### config.mk
export PLATFORM = sky130hd
export DESIGN_NAME = bstd_decoder
export DESIGN_NICKNAME = d
export VERILOG_FILES = /design/src/bstd_decoder.v
export VERILOG_INCLUDE_DIRS = /design/src
export SDC_FILE = /design/constraint.sdc
export NUM_CORES = 1
export LEC_CHECK = 0
export BUFFER_PORTS_ARGS = -buffer_cell sky130_fd_sc_hd__buf_4
export CAP_MARGIN = 20
export CELL_PAD_IN_SITES_DETAIL_PLACEMENT = 0
export CELL_PAD_IN_SITES_GLOBAL_PLACEMENT = 1
export CORE_MARGIN = 5
export CORE_UTILIZATION = 25
export DETAILED_ROUTE_END_ITERATION = 7
export PLACE_DENSITY_LB_ADDON = 0.1
export SYNTH_ARGS = -nofsm -noshare
export SYNTH_HDL_FRONTEND = slang
export SYNTH_SLANG_ARGS = --single-unit
### constraint.sdc
create_clock -name clk_sys_i -period 1 [get_ports clk_sys_i]
set_input_delay 0.05 -clock clk_sys_i [delete_from_list [all_inputs] [get_ports clk_sys_i]]
set_output_delay 0.05 -clock clk_sys_i [all_outputs]
set_load 0.05 [all_outputs]
### src/bstd_defs.vh
// Constants for the bit set and bit test skip decoder.
// Assumes a 12-bit instruction word and a 32-entry file register space.
//
// Contract
// - Opcode 0101 forces bit b of file register f to one, no flags touched.
// - Opcode 0110 tests bit b of f and skips the next instruction if zero.
// - Opcode 0111 tests bit b of f and skips the next instruction if one.
// - A taken skip flushes the prefetched word for a no-op second cycle.
`ifndef BSTD_DEFS_VH
`define BSTD_DEFS_VH

`define BSTD_OPC_HI       11
`define BSTD_OPC_LO       8
`define BSTD_BIT_HI       7
`define BSTD_BIT_LO       5
`define BSTD_ADR_HI       4
`define BSTD_ADR_LO       0

`define BSTD_OPC_SET      4'h5
`define BSTD_OPC_SKCLR    4'h6
`define BSTD_OPC_SKSET    4'h7

`endif

### src/bstd_decoder.v
// Bit set and bit test skip decoder for a small 8-bit core.
// Assumes the core gives one instruction per cycle with a valid strobe,
// and returns the addressed file register byte in the same cycle.
`default_nettype none
`include "bstd_defs.vh"

module bstd_decoder
#(
    parameter DATA_W = 8,
    parameter ADR_W  = 5
)
(
    input  wire              clk_sys_i,
    input  wire              rst_n_i,
    input  wire [11:0]       instr_i,
    input  wire              instr_valid_i,
    input  wire [DATA_W-1:0] file_rdata_i,
    output reg  [ADR_W-1:0]  file_addr_o,
    output reg  [DATA_W-1:0] file_wdata_o,
    output reg               file_we_o,
    output reg               flush_o,
    output reg               busy_o,
    output reg               hit_o
);

    // -------------------------------------------------------------
    // Local widths
    // -------------------------------------------------------------
    localparam BIDX_W = `BSTD_BIT_HI - `BSTD_BIT_LO + 1;
    localparam OPC_W  = `BSTD_OPC_HI - `BSTD_OPC_LO + 1;

    // -------------------------------------------------------------
    // Helper functions
    // -------------------------------------------------------------
    // Mask with only the selected bit high
    function [DATA_W-1:0] bit_mask;
        input [BIDX_W-1:0] idx;
        integer n;
        begin
            bit_mask = {DATA_W{1'b0}};
            for (n = 0; n < DATA_W; n = n + 1)
            begin
                if (n == idx)
                begin
                    bit_mask[n] = 1'b1;
                end
            end
        end
    endfunction

    // Outcome of a test opcode
    function skip_taken;
        input on_clear;
        input on_set;
        input tested;
        begin
            skip_taken = (on_clear && !tested) || (on_set && tested);
        end
    endfunction

    // Opcode compare, gated by an executing slot
    function op_match;
        input [OPC_W-1:0] code;
        input [OPC_W-1:0] want;
        input             live;
        begin
            op_match = live && (code == want);
        end
    endfunction

    // -------------------------------------------------------------
    // Field extraction
    // -------------------------------------------------------------
    wire [OPC_W-1:0]  opc;
    wire [BIDX_W-1:0] bidx;
    wire [ADR_W-1:0]  fadr;

    assign opc  = instr_i[`BSTD_OPC_HI:`BSTD_OPC_LO];
    assign bidx = instr_i[`BSTD_BIT_HI:`BSTD_BIT_LO];
    assign fadr = instr_i[`BSTD_ADR_HI:`BSTD_ADR_LO];

    // -------------------------------------------------------------
    // Instruction classes
    // -------------------------------------------------------------
    wire go;
    wire is_set;
    wire is_skc;
    wire is_sks;
    wire sel_bit;
    wire skip;

    // A flushed slot runs as a no-op
    assign go      = instr_valid_i && !flush_o;
    assign is_set  = op_match(opc, `BSTD_OPC_SET, go);
    assign is_skc  = op_match(opc, `BSTD_OPC_SKCLR, go);
    assign is_sks  = op_match(opc, `BSTD_OPC_SKSET, go);
    assign sel_bit = file_rdata_i[bidx];
    assign skip    = skip_taken(is_skc, is_sks, sel_bit);

    // -------------------------------------------------------------
    // Next output values
    // -------------------------------------------------------------
    reg [ADR_W-1:0]  addr_nxt;
    reg [DATA_W-1:0] wdata_nxt;
    reg              we_nxt;
    reg              flush_nxt;
    reg              busy_nxt;
    reg              hit_nxt;

    // No status flags exist here, so none can change
    always @*
    begin
        addr_nxt  = fadr;
        wdata_nxt = file_rdata_i | bit_mask(bidx);
        we_nxt    = 1'b0;
        flush_nxt = 1'b0;
        busy_nxt  = 1'b0;
        hit_nxt   = 1'b0;
        case (opc)
            `BSTD_OPC_SET:
            begin
                we_nxt  = is_set;
                hit_nxt = is_set;
            end
            `BSTD_OPC_SKCLR,
            `BSTD_OPC_SKSET:
            begin
                hit_nxt   = is_skc || is_sks;
                flush_nxt = skip;
                busy_nxt  = skip;
            end
            default:
            begin
                we_nxt = 1'b0;
            end
        endcase
    end

    // -------------------------------------------------------------
    // Output registers
    // -------------------------------------------------------------
    // Write address follows the executing word
    always @(posedge clk_sys_i)
    begin
        if (!rst_n_i)
        begin
            file_addr_o <= {ADR_W{1'b0}};
        end
        else
        begin
            file_addr_o <= addr_nxt;
        end
    end

    // Read byte with the chosen bit forced high
    always @(posedge clk_sys_i)
    begin
        if (!rst_n_i)
        begin
            file_wdata_o <= {DATA_W{1'b0}};
        end
        else
        begin
            file_wdata_o <= wdata_nxt;
        end
    end

    // Write strobe, one cycle
    always @(posedge clk_sys_i)
    begin
        if (!rst_n_i)
        begin
            file_we_o <= 1'b0;
        end
        else
        begin
            file_we_o <= we_nxt;
        end
    end

    // Discard of the prefetched word
    always @(posedge clk_sys_i)
    begin
        if (!rst_n_i)
        begin
            flush_o <= 1'b0;
        end
        else
        begin
            flush_o <= flush_nxt;
        end
    end

    // Second cycle of a taken skip
    always @(posedge clk_sys_i)
    begin
        if (!rst_n_i)
        begin
            busy_o <= 1'b0;
        end
        else
        begin
            busy_o <= busy_nxt;
        end
    end

    // Executed a bit instruction last cycle
    always @(posedge clk_sys_i)
    begin
        if (!rst_n_i)
        begin
            hit_o <= 1'b0;
        end
        else
        begin
            hit_o <= hit_nxt;
        end
    end

endmodule // bstd_decoder
`default_nettype wire

==> results of run 1 <==
==> final cells by class <==
class | count | share of cell area (%)
clock buffers | 4 | 3.10
flip-flops and latches | 16 | 27.7
inverters | 4 | 1.28
multi-input cells | 39 | 24.4
repair buffers | 59 | 40.4
well taps | 30 | 3.21
==> what timing repair did <==
action	4_1_cts	5_1_grt
gates resized for setup	0	5
hold endpoints to repair	12	0
hold buffers	12	0
endpoints found under the setup margin	0	3
==> state kept, by name, indices dropped and copies added (netlist names) <==
name          count
busy_o            1
file_addr_o       5
file_we_o         1
file_wdata_o      8
hit_o             1
==> per-stage QoR <==
step / hold WS (ns) / utilization, % / setup WS [ns] / setup TNS, ns / cell area (sq um)
floorplan: 0.127 / - / -0.0172 / -0.0172 / 639
global placement: 0.229 / 40.4 / -0.0888 / -0.0888 / 992
detailed placement: 0.224 / 40.4 / -0.0918 / -0.0918 / 992
CTS: 0.00722 / 46.8 / 0.0122 / 0 / 1150
global route: 0.0344 / 47.7 / -0.0637 / -0.136 / 1170
finish: 0.0177 / 47.7 / -0.00824 / -0.00824 / 1170
==> kinds of logic (layout without fill, tap and decap cells) <==
| logic type | count (synthesis) | count (layout) | synth area share [%] |
|---|---|---|---|
| AND/OR/NAND/NOR | 23 | 23 | 21.1 |
| multiplexers | 4 | 4 | 7.09 |
| buffers and inverters | 9 | 67 | 8.27 |
| flip-flops | 16 | 16 | 50.4 |
| AO/OA/AOI/OAI | 12 | 12 | 13.2 |
==> where the power goes <==
part	switching, mW	total (mW)	internal [mW]
Clock	0.208	0.429	0.222
Sequential	0.00876	0.676	0.668
Combinational	0.219	0.406	0.188
Total	0.435	1.51	1.08
==> layout by cell type (no fill, tap or decap), drive strengths merged, types with 3 or more instances in the layout <==
cell type	n
nor2	3
nor3	5
clkbuf	4
dfxtp	16
mux2i	3
inv	4
o21a	4
a21oi	4
and2	5
nor2b	4
buf	47
dlygate4sd3	12
==> per-layer routing <==
layer	track usage, %	share of wire [%]	vias to the layer above	wire length (um)
met1	12.1	41	285	737
li1	-	-	331	-
met5	0	0	-	0
met2	15.6	48	25	874
met3	4.26	9.5	4	171
met4	3.72	1.3	0	24
==> worst register-to-register path: stages (launching register included) <==
cell and delay, ns:
dfxtp_4 0.36, nor2_2 0.07, nand4_1 0.17, buf_4 0.21, nor3_4 0.12
==> final timing paths <==
check	from	to	slack [ns]
min reg2reg	busy_o	hit_o	0.77
max	busy_o	file_we_o	-0.008
min	file_rdata_i[6]	file_wdata_o[6]	0.02
max reg2reg	busy_o	file_we_o	-0.008
==> results.json, run 1 <==
{
  "synthesis.instances": 64,
  "avgViaCountPerCell": 4.24,
  "ios": 40,
  "synth_ff_type": "dfxtp_1",
  "power.density_nw_per_um2": 1290,
  "endpoint_kind": "flip-flop",
  "critPathMaxFanout": 3,
  "async_reset_ff_share_pct": 0,
  "setup_slack_ns": -0.00824,
  "dieHeight_um": 60.4,
  "drive_above_1_share_pct": 49.2,
  "crit_buf_inv": 1,
  "multi_input_area_sq_um": 285,
  "run_status": "finished, violations left",
  "clock_skew_ns": 0.000307,
  "synth_top_area_share_pct": 50.4,
  "p_leak_nw": 0.559,
  "post-route-period-util_pct": 101,
  "cp.required_ns": 1.22,
  "synth-seq-cells": 16,
  "grt_max_degree": 15,
  "setup_viol": 1,
  "grt-ovfl-total": 0,
  "rr_worst_depth": 4,
  "synth_area_leaders": "dfxtp_1, and2_1, mux2i_1",
  "layoutNonFillerInstCount": 152,
  "syn_to_final_growth_pct": 84.3,
  "syn_area_sq_um": 636,
  "cp-start-kind": "flip-flop",
  "slowest_delay_ns": 0.36,
  "antenna_found_initial": 0,
  "yosysSeqAreaShare_pct": 50.4,
  "worstMarginPinSlew_ns": 0.239,
  "die_area_sq_um": 3650,
  "drv_cap": 0,
  "crit_family": "flip-flops",
  "hold_path_class": "in -> reg",
  "slowest_stage": "dfxtp_4",
  "vdd_drop_max_uv": 897,
  "port_buffers": 39,
  "drt_wl_total_um": 1810,
  "fin_crit_ns": 1.01,
  "antenna_cells": 0,
  "grt_pass1_vias": 606,
  "path_clk_slew_ns": 0.10,
  "rsz0062_at_grt": "true",
  "synth_enable_flop_cells": 0,
  "dpl.cell_count": 136,
  "ctsHtreeMaxLevel": 1,
  "final_nets": 146,
  "ys_warn_count": 0,
  "cts_setup_buffers": 0,
  "drc_errors": 0,
  "dr.pass1.iters": 2,
  "cts_tree": "built",
  "yosys.area.top_type": "dfxtp_1",
  "hold_depth": 3,
  "cts_made_buffers": 3,
  "synth.most_common_cell": "dfxtp_1",
  "maxSlewHeadroom_pct": 83.9,
  "clk_path_buf_depth": 2,
  "crit_chain": "nor2_2 > nand4_1 > buf_4 > nor3_4",
  "dp_hpwl_um": 1250,
  "synthDistinctLibCells": 22,
  "grt_first_pass_wirelength_um": 2660,
  "cp.arrival_ns": 1.23,
  "syn_nets": 87,
  "fillers": 248,
  "initialDrtViolationCount": 9,
  "clock_sinks": 16,
  "maxSlewViolCount": 0,
  "p_total_mw": 1.51,
  "ys_top_cells_by_count": "dfxtp_1, and2_1, nor3_1",
  "cp.depth": 4,
  "failed_checks": "negative setup slack",
  "area.sequential_sq_um": 324,
  "grt_usage_pct": 9.93,
  "clockRootBuffer": "clkbuf_4",
  "avgSynthCellArea_sq_um": 9.93,
  "clkLatencyLatePin_ns": 0.29,
  "rows": 18,
  "vias": 645,
  "worstSetupPathType": "reg -> reg",
  "core_area_sq_um": 2450,
  "initial_core_util_pct": 25.9,
  "final-hold-violation-count": 0,
  "wire_per_inst_um": 11.9,
  "fmax_mhz": 992,
  "ant_nets": 0,
  "fp.dieW_um": 60.4,
  "place.gp.congestion": 0.769
}
(Power assumes the default switching activity.)
==> run 2, diff against run 1 <==
--- a/config.mk
+++ b/config.mk
@@ -14,6 +14,7 @@
 export CORE_UTILIZATION = 25
 export DETAILED_ROUTE_END_ITERATION = 7
 export PLACE_DENSITY_LB_ADDON = 0.1
+export RECOVER_POWER = 25
 export SYNTH_ARGS = -nofsm -noshare
 export SYNTH_HDL_FRONTEND = slang
 export SYNTH_SLANG_ARGS = --single-unit
==> results.json, run 2 (synthesis gave the netlist of run 1 again) <==
{
  "slowest_delay_ns": 0.36,
  "post-route-period-util_pct": 101,
  "grt-ovfl-total": 0,
  "dp_hpwl_um": 1250,
  "rows": 18,
  "place.gp.congestion": 0.769,
  "largestRegisters": "file_wdata_o (8), file_addr_o (5)",
  "fin_crit_ns": 1.01,
  "layoutNonFillerInstCount": 152,
  "cts_made_buffers": 3,
  "crit_chain": "nor2_2 > nand4_1 > buf_4 > nor3_4",
  "power.density_nw_per_um2": 1290,
  "rsz0062_at_grt": "true",
  "final-hold-violation-count": 0,
  "port_buffers": 39,
  "p_total_mw": 1.51,
  "failed_checks": "negative setup slack",
  "ant_nets": 0,
  "cts_setup_buffers": 0,
  "clock_sinks": 16,
  "drv_cap": 0,
  "hold_start": "file_rdata_i[6]",
  "antenna_cells": 0,
  "p_leak_nw": 0.555,
  "power_switching_uw": 435,
  "initial_core_util_pct": 25.9,
  "hold_path_class": "in -> reg",
  "vias": 646,
  "drc_errors": 0,
  "crit_family": "flip-flops",
  "switching_share_pct": 28.8,
  "r2r_start": "busy_o",
  "p_clk_share_pct": 28.5,
  "clock_skew_ns": 0.000307,
  "fin_util_pct": 47.6,
  "dr.pass1.iters": 2,
  "final_common_cell": "buf_4",
  "dpl.cell_count": 136,
  "power_frac_comb_pct": 26.7,
  "setup_viol": 1,
  "syn_to_final_growth_pct": 83.7,
  "ios": 40,
  "run_status": "finished, violations left",
  "worstMarginPinSlew_ns": 0.239,
  "avgViaCountPerCell": 4.25,
  "antenna_found_initial": 0,
  "intPower_mw": 1.07,
  "final_nets": 146,
  "maxSlewHeadroom_pct": 83.9,
  "mostFrequentLayoutCells": "buf_4, dfxtp_1, dlygate4sd3_1",
  "drive_above_1_share_pct": 48.4,
  "grt_pass1_vias": 606,
  "wire_per_inst_um": 11.9,
  "clkLatencyLatePin_ns": 0.29,
  "grt_usage_pct": 9.93,
  "drt_wl_total_um": 1810,
  "slowest_stage": "dfxtp_4",
  "fillers": 250,
  "cp.required_ns": 1.22,
  "largest-register": "file_wdata_o",
  "setup_slack_ns": -0.00842,
  "fmax_mhz": 992,
  "crit_start": "busy_o",
  "worstSetupPathType": "reg -> reg",
  "cp-start-kind": "flip-flop",
  "grt_first_pass_wirelength_um": 2660,
  "fin_hold_ws_ns": 0.0175,
  "crit_buf_inv": 1,
  "fp.dieW_um": 60.4,
  "clk_path_buf_depth": 2,
  "initialDrtViolationCount": 11,
  "endpoint_kind": "flip-flop",
  "largest_reg_flops": 8,
  "cp.arrival_ns": 1.23,
  "vdd_drop_max_uv": 897,
  "maxSlewViolCount": 0,
  "die_area_sq_um": 3650,
  "core_area_sq_um": 2450,
  "ctsHtreeMaxLevel": 1,
  "path_clk_slew_ns": 0.10,
  "grt_max_degree": 15,
  "critPathMaxFanout": 3,
  "cts_tree": "built",
  "power_frac_seq_pct": 44.8,
  "tns_ns": -0.00842,
  "clockRootBuffer": "clkbuf_4",
  "dieHeight_um": 60.4
}
==> run 2: through the flow <==
step | setup WS, ns | instance area (sq um)
floorplan | -0.0172 | 639
global placement | -0.0888 | 992
detailed placement | -0.0918 | 992
CTS | 0.0122 | 1150
global route | -0.0637 | 1170
finish | -0.00842 | 1170
==> run 2: worst register-to-register path: stages, from the launching register on <==
cell	delay [ns]
dfxtp_4	0.36
nor2_2	0.07
nand4_1	0.17
buf_4	0.21
nor3_4	0.12
==> run 2: layer usage <==
metal  vias up  GRT usage, %  routed length (um)
met2        25          15.6                 876
met3         4          4.26                 171
met5         -             0                   0
met4         0          3.72                  24
met1       287          12.1                 735
li1        330             -                   -
==> run 2: power groups by stage <==
| stage | registers (mW) | logic (mW) | clock network (mW) |
|---|---|---|---|
| floorplan | 0.808 | 0.0921 | 0 |
| global placement | 0.691 | 0.361 | 0 |
| detailed placement | 0.691 | 0.364 | 0 |
| CTS | 0.677 | 0.401 | 0.455 |
| global route | 0.680 | 0.430 | 0.490 |
| finish | 0.676 | 0.404 | 0.430 |
==> run 2: layout make-up <==
| class | instances | area (sq um) | area share [%] |
|---|---|---|---|
| Timing Repair Buffer | 59 | 469 | 40.2 |
| Sequential cell | 16 | 324 | 27.8 |
| Multi-Input combinational cell | 39 | 285 | 24.4 |
| Tap cell | 30 | 37.5 | 3.22 |
| Clock buffer | 4 | 36.3 | 3.11 |
| Inverter | 4 | 15.0 | 1.29 |
==> run 2: path summary, 6_finish.rpt <==
| path | cells after the start | to | slack, ns |
|---|---|---|---|
| worst min-delay path | 3 | file_wdata_o[6] | 0.02 |
| worst min register to register | 4 | hit_o | 0.77 |
| worst max-delay path | 4 | file_we_o | -0.008 |
| worst max register to register | 4 | file_we_o | -0.008 |
==> run 2: what timing repair did <==
action | 4_1_cts | 5_1_grt
gates resized for setup | 0 | 5
hold buffers | 12 | 0
endpoints found under the hold margin | 12 | 0
setup endpoints to repair | 0 | 3
